### config.mk
export PLATFORM = sky130hd
export DESIGN_NAME = cascaded_interrupt_controller
export DESIGN_NICKNAME = d
export VERILOG_FILES = /design/src/logic/cic_core.v /design/src/logic/cascaded_interrupt_controller.v
export VERILOG_INCLUDE_DIRS = /design/src /design/src/logic
export SDC_FILE = /design/constraint.sdc
export NUM_CORES = 1
export LEC_CHECK = 0
export BUFFER_PORTS_ARGS = -buffer_cell sky130_fd_sc_hd__buf_2
export CORE_ASPECT_RATIO = 0.5
export CORE_UTILIZATION = 40
export CTS_CLUSTER_SIZE = 20
export DETAILED_ROUTE_END_ITERATION = 8
export PLACE_DENSITY_LB_ADDON = 0.1
export REMOVE_ABC_BUFFERS = 1
export SYNTH_ARGS = -nofsm -noshare
export SYNTH_HDL_FRONTEND = slang
export SYNTH_SLANG_ARGS = --single-unit
### constraint.sdc
create_clock -name clk -period 7.05 [get_ports clk]
set_clock_uncertainty 0.1 [all_clocks]
set_input_delay 2.115 -clock clk [delete_from_list [all_inputs] [get_ports clk]]
set_output_delay 2.115 -clock clk [all_outputs]
set_load 0.1 [all_outputs]
### src/logic/cic_defines.vh
`ifndef CIC_DEFINES_VH
`define CIC_DEFINES_VH

// I/O port addresses of the two controllers
`define CIC_MASTER_CMD 16'h0020
`define CIC_MASTER_DATA 16'h0021
`define CIC_SLAVE_CMD 16'h00A0
`define CIC_SLAVE_DATA 16'h00A1
// Interrupt-in-progress latch port, status in bit 0
`define CIC_IIP_PORT 16'h00E0
`define CIC_IIP_BIT 0
// Legacy sharing reset ports, upper twelve address bits
`define CIC_SHARE_LO 12'h02F
`define CIC_SHARE_HI 12'h06F

// Vector bases after reset, upper five vector bits
`define CIC_MASTER_BASE 5'h01
`define CIC_SLAVE_BASE 5'h0E
// Master input fed by the slave, slave input replacing it
`define CIC_CASCADE_LVL 3'h2
`define CIC_REPLACE_LVL 3'h1
// Level reported when nothing is pending
`define CIC_SPURIOUS_LVL 3'h7

// Command byte decoding
`define CIC_ICW1_BIT 4
`define CIC_OCW3_BIT 3
`define CIC_EOI_NONSPEC 3'h1
`define CIC_EOI_SPEC 3'h3

// Initialisation sequence steps
`define CIC_STEP_READY 2'h0
`define CIC_STEP_ICW2 2'h1
`define CIC_STEP_ICW3 2'h2
`define CIC_STEP_ICW4 2'h3

`endif

### src/logic/cic_core.v
`include "cic_defines.vh"

module cic_core #(
	parameter [4:0] BASE_RESET = 5'h01
) (
	input wire clk,
	input wire rst,
	input wire cmd_wr,
	input wire cmd_a0,
	input wire [7:0] cmd_data,
	input wire [7:0] edge_req,
	input wire [7:0] level_req,
	input wire ack,
	output wire int_out,
	output reg [2:0] pick,
	output wire [7:0] vector,
	output wire [7:0] rd_data
);

	reg [7:0] irr_edge_q; // Latched edge requests
	reg [7:0] prev_q; // Edge request levels last cycle
	reg [7:0] isr_q; // In-service bits
	reg [7:0] mask_q; // Interrupt mask
	reg [4:0] base_q; // Vector base
	reg [1:0] step_q; // Initialisation step
	reg need_icw4_q; // Fourth init byte expected
	reg read_isr_q; // Command port reads in-service
	reg pend_any; // Some unmasked request pending
	reg [3:0] top_isr; // Highest level in service, 8 if none
	integer i;

	// Level inputs count only while held, edge inputs once latched
	wire [7:0] irr = irr_edge_q | level_req;
	wire [7:0] pending = irr & ~mask_q;
	wire [7:0] rise = edge_req & ~prev_q;
	wire is_icw1 = cmd_wr & ~cmd_a0 & cmd_data[`CIC_ICW1_BIT];
	wire is_ocw2 = cmd_wr & ~cmd_a0 & ~cmd_data[`CIC_ICW1_BIT] & ~cmd_data[`CIC_OCW3_BIT];
	wire is_ocw3 = cmd_wr & ~cmd_a0 & ~cmd_data[`CIC_ICW1_BIT] & cmd_data[`CIC_OCW3_BIT];

	////////////////////////////////////////////////////////////////////////////
	// Fixed priority, level 0 highest
	always @* begin
		pick = `CIC_SPURIOUS_LVL;
		pend_any = 1'b0;
		top_isr = 4'h8;
		for (i = 7; i >= 0; i = i - 1) begin
			if (pending[i]) begin
				pick = i[2:0];
				pend_any = 1'b1;
			end
			if (isr_q[i])
				top_isr = i[3:0];
		end
	end

	// Fully nested: only a level above all in-service ones interrupts
	assign int_out = pend_any && ({1'b0, pick} < top_isr);
	assign vector = {base_q, pick};
	assign rd_data = cmd_a0 ? mask_q : (read_isr_q ? isr_q : irr);

	////////////////////////////////////////////////////////////////////////////
	// Request latching and in-service handling
	always @(posedge clk or posedge rst) begin
		if (rst) begin
			irr_edge_q <= 8'h00;
			prev_q <= 8'h00;
			isr_q <= 8'h00;
		end else begin
			prev_q <= edge_req;
			if (is_icw1) begin
				// Initialisation clears all history
				irr_edge_q <= 8'h00;
				isr_q <= 8'h00;
			end else begin
				// edge latching
				// An empty acknowledge must not drop a masked edge on level 7
				irr_edge_q <= (irr_edge_q & ~((ack && pend_any ? 8'h01 : 8'h00) << pick)) | rise;
				if (is_ocw2 && cmd_data[7:5] == `CIC_EOI_NONSPEC && !top_isr[3])
					isr_q[top_isr[2:0]] <= 1'b0;
				else if (is_ocw2 && cmd_data[7:5] == `CIC_EOI_SPEC)
					isr_q[cmd_data[2:0]] <= 1'b0;
				// Acknowledge comes last so a same-cycle set beats the clear
				if (ack && pend_any)
					isr_q[pick] <= 1'b1;
			end
		end
	end

	////////////////////////////////////////////////////////////////////////////
	// command sequencing
	always @(posedge clk or posedge rst) begin
		if (rst) begin
			mask_q <= 8'h00;
			base_q <= BASE_RESET;
			step_q <= `CIC_STEP_READY;
			need_icw4_q <= 1'b0;
			read_isr_q <= 1'b0;
		end else if (is_icw1) begin
			mask_q <= 8'h00;
			step_q <= `CIC_STEP_ICW2;
			need_icw4_q <= cmd_data[0];
			read_isr_q <= 1'b0;
		end else if (is_ocw3 && cmd_data[1]) begin
			read_isr_q <= cmd_data[0];
		end else if (cmd_wr && cmd_a0) begin
			case (step_q)
				`CIC_STEP_ICW2: begin
					base_q <= cmd_data[7:3];
					step_q <= `CIC_STEP_ICW3;
				end
				`CIC_STEP_ICW3: begin
					// Cascade wiring is fixed, byte is accepted and dropped
					step_q <= need_icw4_q ? `CIC_STEP_ICW4 : `CIC_STEP_READY;
				end
				`CIC_STEP_ICW4: begin
					step_q <= `CIC_STEP_READY;
				end
				default: begin
					mask_q <= cmd_data;
				end
			endcase
		end
	end

endmodule // cic_core

### src/logic/cascaded_interrupt_controller.v
// Behaviour
// - Keep standard controller command and status
// - PCI requests level, expansion requests edge
// - End of interrupt clears serviced bit
// - End of interrupt acts whatever request state
// - Still-held level request raises again
// - Readable interrupt-in-progress latch bit
// - Expansion line 2 routed to level 9
// - Level 9 vector 71, level 2 0A
// - Sharing reset ports cause no disturbance

`include "cic_defines.vh"

module cascaded_interrupt_controller (
	input wire clk,
	input wire rst,
	// Processor I/O cycle, one cycle strobes
	input wire [15:0] io_addr,
	input wire io_wr,
	input wire io_rd,
	input wire [7:0] io_wdata,
	output reg [7:0] io_rdata,
	// Interrupt request and acknowledge
	output wire cpu_intr,
	input wire cpu_inta,
	output reg [7:0] cpu_vector,
	// Device request lines, one per level
	input wire [15:0] exp_irq,
	input wire [15:0] pci_irq
);

	////////////////////////////////////////////////////////////////////////////
	// Port decode

	// Rows of the I/O map this block answers to
	wire hit_m_cmd = io_addr == `CIC_MASTER_CMD;
	wire hit_m_data = io_addr == `CIC_MASTER_DATA;
	wire hit_s_cmd = io_addr == `CIC_SLAVE_CMD;
	wire hit_s_data = io_addr == `CIC_SLAVE_DATA;
	wire hit_iip = io_addr == `CIC_IIP_PORT;
	// sharing ports ignored
	// Old shared-edge software still pokes these; they must fall through
	// without reaching either controller or the latch.
	wire hit_share = io_addr[15:4] == `CIC_SHARE_LO || io_addr[15:4] == `CIC_SHARE_HI;

	// Per-controller command strobes, never raised by a sharing port
	wire m_wr = io_wr & ~hit_share & (hit_m_cmd | hit_m_data);
	wire s_wr = io_wr & ~hit_share & (hit_s_cmd | hit_s_data);

	////////////////////////////////////////////////////////////////////////////
	// Request routing

	wire s_int; // Slave combined request
	wire m_int; // Master combined request
	wire [2:0] m_pick; // Master chosen level
	wire [2:0] s_pick; // Slave chosen level, unused outside vectors
	wire [7:0] m_vector; // Master vector for chosen level
	wire [7:0] s_vector; // Slave vector for chosen level
	wire [7:0] m_rd; // Master read data
	wire [7:0] s_rd; // Slave read data

	// line 2 to level 9
	// The slave's replacement input carries both line 2 and line 9, so a
	// card strapped to either one interrupts through the same level.
	wire [7:0] s_edge = {exp_irq[15:10],
		exp_irq[9] | exp_irq[2], exp_irq[8]};
	wire [7:0] s_level = {pci_irq[15:10],
		pci_irq[9] | pci_irq[2], pci_irq[8]};

	// slave into master input
	// The slave's output is a level, so the master sees it as a held request;
	// the line-2 pins never reach the master directly.
	wire [7:0] m_edge = {exp_irq[7:3], 1'b0, exp_irq[1:0]};
	wire [7:0] m_level = {pci_irq[7:3], s_int, pci_irq[1:0]};

	// Slave is acknowledged only when the master passes it the cycle
	wire to_slave = m_int && m_pick == `CIC_CASCADE_LVL;
	wire m_ack = cpu_inta;
	wire s_ack = cpu_inta & to_slave;

	////////////////////////////////////////////////////////////////////////////
	// Controllers

	// vector bases
	// Reset bases place level 2 on 0A and level 9 on 71 until
	// software reprograms them with a new initialisation sequence.
	cic_core #(
		.BASE_RESET(`CIC_MASTER_BASE)
	) master_ctl (
		.clk(clk),
		.rst(rst),
		.cmd_wr(m_wr),
		.cmd_a0(hit_m_data),
		.cmd_data(io_wdata),
		.edge_req(m_edge),
		.level_req(m_level),
		.ack(m_ack),
		.int_out(m_int),
		.pick(m_pick),
		.vector(m_vector),
		.rd_data(m_rd)
	);

	// held level reasserts
	// A level input is pending for as long as the pin is high, so once the
	// end of interrupt frees its level it interrupts again straight away.
	cic_core #(
		.BASE_RESET(`CIC_SLAVE_BASE)
	) slave_ctl (
		.clk(clk),
		.rst(rst),
		.cmd_wr(s_wr),
		.cmd_a0(hit_s_data),
		.cmd_data(io_wdata),
		.edge_req(s_edge),
		.level_req(s_level),
		.ack(s_ack),
		.int_out(s_int),
		.pick(s_pick),
		.vector(s_vector),
		.rd_data(s_rd)
	);

	// Request to the processor follows the master directly
	assign cpu_intr = m_int;

	////////////////////////////////////////////////////////////////////////////
	// Vector register

	// Captured on acknowledge; holds until the next acknowledge
	always @(posedge clk or posedge rst) begin
		if (rst) begin
			cpu_vector <= 8'h00;
		end else if (cpu_inta) begin
			if (to_slave)
				cpu_vector <= s_vector;
			else
				cpu_vector <= m_vector;
		end
	end

	////////////////////////////////////////////////////////////////////////////
	// Interrupt-in-progress latch

	reg iip_q; // Set by acknowledge, cleared by read or write of its port
	wire iip_rd = io_rd & hit_iip;
	wire iip_wr = io_wr & hit_iip;

	// in-progress latch
	// Both clearing styles are offered: the read that reports it, or an
	// explicit write. An acknowledge in the same cycle wins, so a new
	// interrupt is never hidden by a racing clear.
	always @(posedge clk or posedge rst) begin
		if (rst) begin
			iip_q <= 1'b0;
		end else if (cpu_inta) begin
			iip_q <= 1'b1;
		end else if (iip_rd || iip_wr) begin
			iip_q <= 1'b0;
		end
	end

	////////////////////////////////////////////////////////////////////////////
	// Read data

	// Registered a cycle after the read strobe; unmapped ports read zero
	always @(posedge clk or posedge rst) begin
		if (rst) begin
			io_rdata <= 8'h00;
		end else if (io_rd) begin
			if (hit_m_cmd || hit_m_data)
				io_rdata <= m_rd;
			else if (hit_s_cmd || hit_s_data)
				io_rdata <= s_rd;
			else if (hit_iip)
				io_rdata <= {7'h00, iip_q} << `CIC_IIP_BIT;
			else
				io_rdata <= 8'h00;
		end
	end

endmodule // cascaded_interrupt_controller

=== Word level (Yosys, flattened, before mapping) ===
Cells that the tools add are included.

* Register bits after elaboration: 98
* Bits in latches: 0
* RAM bits: 0
* ROM bits: 0
* Bits of input ports: 61
* Output and inout port bits: 17
* Logic and storage cells: 250
* Memories: 0

* Add/subtract/negate cells: 0
* Multiply operators: 0
* Divide/modulo/power cells: 0
* Order comparisons: 12
* Equal/unequal tests: 20
* Shift operators: 2
* Multiplexer cells: 102
* Bitwise gates (word level): 54
* Reduce and logical (&&, ||, !) cells: 41

{| class="wikitable"
|+ Operator list
! kind !! number
|-
| 8-bit 2-to-1 mux || 27
|-
| 8-bit AND || 10
|-
| 8-bit inverter || 9
|-
| 4-bit 2-to-1 mux || 16
|-
| 16-bit by 8-bit equality test with 1-bit output (second input constant) || 3
|-
| 8-bit OR || 6
|-
| 16-bit by 6-bit equality test with 1-bit output (second input constant) || 2
|-
| 1-bit 2-to-1 mux || 32
|-
| 2-bit 2-to-1 mux || 12
|-
| 3-bit 2-to-1 mux || 8
|-
| 1-bit logical AND || 20
|-
| 3-bit by 4-bit < comparator with 1-bit output (second input constant) || 5
|-
| 1-bit AND || 16
|-
| 8-bit by 3-bit left shift with 8-bit output || 2
|-
| 1-bit demux with 3-bit select || 5
|-
| 3-bit by 1-bit >= comparator with 1-bit output (second input constant) || 5
|-
| 12-bit by 6-bit equality test with 1-bit output (second input constant) || 1
|-
| 12-bit by 7-bit equality test with 1-bit output (second input constant) || 1
|-
| 2-bit case mux with 3 select lines || 2
|-
| 3-bit AND reduction || 4
|-
| 2-bit nonzero test || 5
|-
| 1-bit inverter || 9
|-
| 2-bit equality test (second input constant) || 4
|-
| 3-bit by 4-bit < comparator with 1-bit output || 2
|-
| 10 further kinds || 25
|}

=== Logic depth before layout (Yosys ltp) ===
* Depth after elaboration: 32
* Gate-level depth with buffers: 15
* Depth with buffers taken out: 14

=== Hierarchy ===
A second synthesis with hierarchy kept.

* Cell total of the unflattened synthesis: 642
* Area, all modules: 5841.9 um2

{| class="wikitable"
|+ Modules (own cells, without submodules)
! module !! instances !! cells an instance !! area an instance (um2) !! sequential area each (um2)
|-
| cic_core at master_ctl || 1 || 279 || 2478.6 || 1027.2
|-
| cic_core at slave_ctl || 1 || 267 || 2366.0 || 1029.7
|-
| cascaded_interrupt_controller || 1 || 96 || 997.2 || 425.4
|}

=== Worst setup path after synthesis ===
OpenSTA, ideal clock, no wires.

* Kind: input to output
* From: input pci_irq[8]
* To: output cpu_intr
* Data arrival time: 6.807 ns
* Path slack: -1.972 ns
* Stages on the path: 13
* Path buffers: 0
* Cell sequence: o21bai_2 o21ai_1 nor2_1 ha_1 o21a_1 o31a_4 and2_2 and3_1 ha_1 o21ai_0 inv_1 and2_1 a311oi_1

* Cells in the longest elaborated chain, start to end: 12

{| class="wikitable"
|+ RTL lines
! what !! RTL line !! source
|-
| start, declared || cascaded_interrupt_controller.v:29 || <nowiki>input wire [15:0] pci_irq</nowiki>
|-
| 8-bit OR * || cic_core.v:33 || <nowiki>wire [7:0] irr = irr_edge_q | level_req;</nowiki>
|-
| 8-bit AND * || cic_core.v:34 || <nowiki>wire [7:0] pending = irr & ~mask_q;</nowiki>
|-
| 3-bit 2-to-1 mux || cic_core.v:47 || <nowiki>if (pending[i]) begin</nowiki>
|-
| 3-bit by 4-bit < comparator with 1-bit output || cic_core.v:57 || <nowiki>assign int_out = pend_any && ({1'b0, pick} < top_isr);</nowiki>
|-
| 1-bit logical AND * || cic_core.v:57 ||
|-
| 8-bit OR * || cic_core.v:33 ||
|-
| 8-bit AND * || cic_core.v:34 ||
|-
| 3-bit 2-to-1 mux (3 in series) || cic_core.v:47 ||
|-
| 3-bit by 4-bit < comparator with 1-bit output || cic_core.v:57 ||
|-
| 1-bit logical AND * || cic_core.v:57 ||
|-
| end, declared || cascaded_interrupt_controller.v:24 || <nowiki>output wire cpu_intr,</nowiki>
|}

Every way passes the cells marked *; elsewhere a longest branch is shown, timed or not.

=== Worst setup path after layout ===
* From: input pci_irq[2]
* To: output cpu_intr

* Cells in the longest elaborated chain, start to end: 14

{| class="wikitable"
|+ RTL lines
! what !! RTL line !! source
|-
| 1-bit OR * || cascaded_interrupt_controller.v:68 || <nowiki>pci_irq[9] | pci_irq[2], pci_irq[8]};</nowiki>
|-
| 8-bit OR * || cic_core.v:33 ||
|-
| 8-bit AND * || cic_core.v:34 ||
|-
| 3-bit 2-to-1 mux (2 in series) || cic_core.v:47 ||
|-
| 3-bit by 4-bit < comparator with 1-bit output || cic_core.v:57 ||
|-
| 1-bit logical AND * || cic_core.v:57 ||
|-
| 8-bit OR * || cic_core.v:33 ||
|-
| 8-bit AND * || cic_core.v:34 ||
|-
| 3-bit 2-to-1 mux (3 in series) || cic_core.v:47 ||
|-
| 3-bit by 4-bit < comparator with 1-bit output || cic_core.v:57 ||
|-
| 1-bit logical AND * || cic_core.v:57 ||
|}

Marked as above.

==> key figures <==
Final layout
  – Design Area, Final: 0.00681 sq mm
  – Layout Cells excl Fill: about 890
  – Util after Layout: a little over half
  – Fillers: roughly 1200
  – Layout Nets: around 780
  – Area delta synth->final: 23.4%
  – Antenna diode count: 0
  – Share of layout cells above drive strength 1: between 20% and 30%

Clocking
  – CTS HTree Levels: 3
  – Clk Latency, worst-skew pair: 0.34 ns
  – CTS tree: yes
  – Clk pin slew, worst setup/hold paths: around 0.070 ns
  – Max clock buf depth: 2
  – Clk root buf: clkbuf_16
  – Num CTS Buffers: 9
  – CTS Sinks: 98
  – Hold-fix buffers, CTS: 0

STA
  – Worst-margin pin slew: about 1.0 ns
  – Final setup vio count: 1
  – Final worst setup slack: -0.0861 ns
  – RSZ-0062 raised after global routing: true
  – TNS Setup: -0.0861 ns
  – Slew HR: 31.0%
  – Max Slew Vio Count: 0
  – Max Fclk: between 0.1 and 0.15 GHz
  – Hold Vio Cnt, Final: 0
  – Final period util: 101%
  – Fin crit period: roughly 7.1 ns

Detailed routing
  – Routed len/inst: slightly below 20 microns
  – Final wirelength: 17400 microns
  – DRT iter0 DRCs: 499
  – Vias per cell: 5.68
  – DR pass1 iterations: 5
  – # DRC: 0
  – DR vias: a little over 5000
  – Final ANT Viol Nets: 0

Worst setup path
  – CP max FO: 3
  – Crit. End Element: primary output
  – Startpoint types: input pin
  – Type of the worst setup path: input pin to primary output
  – CP Data Arrival Time: between 4 and 5 ns
  – CP required: about 4.8 ns

Worst hold path
  – Min-delay worst type: register to register

Outcome
  – Failing checks: setup timing
  – Status: finished, violations left

Synthesis
  – Synth cell types: between 70 and 80
  – Register area share after synthesis: 44.5%
  – Synth top cells by count: nand2_1 (96), dfrtp_1 (94), o21ai_0 (44), nor2_1 (37), a21oi_1 (28)
  – Syn Inst Count: a little over 600
  – Avg Inst Size Synth: 8.95 sq um
  – Post-synth EDFFs: 0
  – Synth Flop Type: dfrtp_1
  – Count leader, synth: nand2_1
  – Largest cells by area after synthesis: dfrtp_1 (43%), nand2_1 (6.5%), o21ai_0 (4.0%), ha_1 (2.7%), a21oi_1 (2.5%)
  – Netlist Area Pre-Place: about 0.0055 sq mm
  – Seq cells post-synth: between 90 and 100
  – Area leader, netlist: dfrtp_1
  – Yosys top cell area share: 42.6%
  – Syn. warnings: 0
  – Asr flop ratio synth: 100%

Floorplanning
  – Boundary pin count: 78
  – Number of core rows: 29
  – Initial core utilization: a little over two fifths
  – Core Area: ~0.013 sq mm
  – Die Span X: 168 microns
  – Die Area: approximately 0.014 sq mm
  – Die H: between 80 and 90 microns

Pwr
  – Max rail drop VDD: about 0.00013 V
  – Pleak: between 2 and 3 nW
  – Pwr dens: 189 mW/mm^2

Global route
  – Overflow after GRT: 0
  – Largest net degree at the start of global routing: 55
  – Initial antenna violation count: 0
  – All-layer global routing usage: 25.6%
  – First-pass GRT wire length: roughly 28000 microns
  – Vias in the first global route: ~4800

Placement
  – Post-DP HPWL: roughly 12000 microns
  – Dpl cell area: 0.00621 sq mm
  – Number of port buffers: 77
  – Dpl cells: 860
  – GPL Wtd Cong: between 0.8 and 0.9

Job
  – Max Cap Viol: 0
final timing paths:
kind	startpoint	end	slack, ns	cells after the start
worst max-delay path	pci_irq[2]	cpu_intr	-0.09	15
worst min-delay path	master_ctl.need_icw4_q	master_ctl.need_icw4_q	0.38	2
worst max register to register	slave_ctl.isr_q[6]	slave_ctl.irr_edge_q[2]	2.90	15
worst min register to register	master_ctl.need_icw4_q	master_ctl.need_icw4_q	0.38	2
max in group asynchronous	rst	slave_ctl.prev_q[7]	3.99	3
min in group asynchronous	rst	master_ctl.prev_q[5]	1.76	2
stage by stage:
step	total power (W)	setup WS (ns)	hold WS, ns
after floorplan	0.000667	-1.97	0.339
after global placement	0.000736	-0.338	0.360
after detailed placement	0.000736	-0.351	0.365
after CTS	0.00129	-0.0696	0.386
after global routing	0.00133	-0.181	0.406
final	0.00129	-0.0861	0.380
cells by family after synthesis:
family,Yosys count,synth area share (%)
mux,13,2.63
buf+inv,58,4.21
simple gates,263,24.4
fa+ha+maj,12,2.72
compound gates,173,21.5
flops,98,44.5
layer usage:
layer | track usage (%) | vias up | wire length (microns)
met3 | 5.74 | 10 | 972
met2 | 36.9 | 133 | 7150
met5 | 0 | - | 0
met1 | 39.7 | 2466 | 9170
met4 | 3.80 | 0 | 86
li1 | - | 2423 | -
critical path: stages:
cell and delay (ns):
buf_8 0.10, nor3_4 0.23, o21ai_4 0.12, buf_6 0.14
nor4_4 0.31, buf_4 0.19, nand4b_4 0.15, nand2_2 0.07
o31a_1 0.32, ha_4 0.23, a211o_1 0.27, and2_4 0.16
a311oi_2 0.18, buf_4 0.16, buf_12 0.16
report_power, final:
| group | internal (W) | switching, W |
|---|---|---|
| sequential | 0.000574 | 0.0000172 |
| clock | 0.000323 | 0.000230 |
| combinational | 0.0000555 | 0.0000881 |
| total | 0.000953 | 0.000335 |
placed cells by master, fill, tap and decap left out, types with 10 or more instances in the layout:
master / instances
o21ai_0: 43
nand3_1: 15
nand2b_1: 10
dfrtp_1: 94
inv_1: 26
nor3_1: 26
buf_4: 34
buf_2: 72
nor2b_1: 21
a21oi_1: 28
o22ai_1: 13
nand2_1: 95
mux2_2: 12
nand4_1: 11
nor2_1: 36
repair_timing:
item                                    4_1_cts  5_1_grt
buffers inserted                             10        1
pin swaps                                    21        5
gates resized for setup                      23       12
endpoints found under the setup margin        1        1
flip-flops by register name, indices dropped and copies added, names as in the netlist:
| name | count |
|---|---|
| io_rdata | 8 |
| master_ctl.isr_q | 8 |
| slave_ctl.prev_q | 8 |
| slave_ctl.need_icw4_q | 1 |
| slave_ctl.mask_q | 8 |
| slave_ctl.base_q | 5 |
| slave_ctl.read_isr_q | 1 |
| slave_ctl.step_q | 2 |
| master_ctl.irr_edge_q | 8 |
| master_ctl.prev_q | 7 |
| cpu_vector | 8 |
| master_ctl.need_icw4_q | 1 |
| master_ctl.step_q | 2 |
| master_ctl.mask_q | 8 |
| master_ctl.read_isr_q | 1 |
| master_ctl.base_q | 5 |
| iip_q | 1 |
| slave_ctl.isr_q | 8 |
| slave_ctl.irr_edge_q | 8 |
final cells by class:
| cell class | instances | area, sq um | share of cell area [%] |
|---|---|---|---|
| multi-input cells | 461 | 2990 | 43.9 |
| flip-flops and latches | 98 | 2460 | 36.1 |
| repair buffers | 114 | 718 | 10.5 |
| clock buffers | 11 | 243 | 3.56 |
| well taps | 170 | 213 | 3.12 |
| inverters | 27 | 104 | 1.52 |
| clock inverters | 5 | 85.1 | 1.25 |
Power figures use the tool's default switching activity.
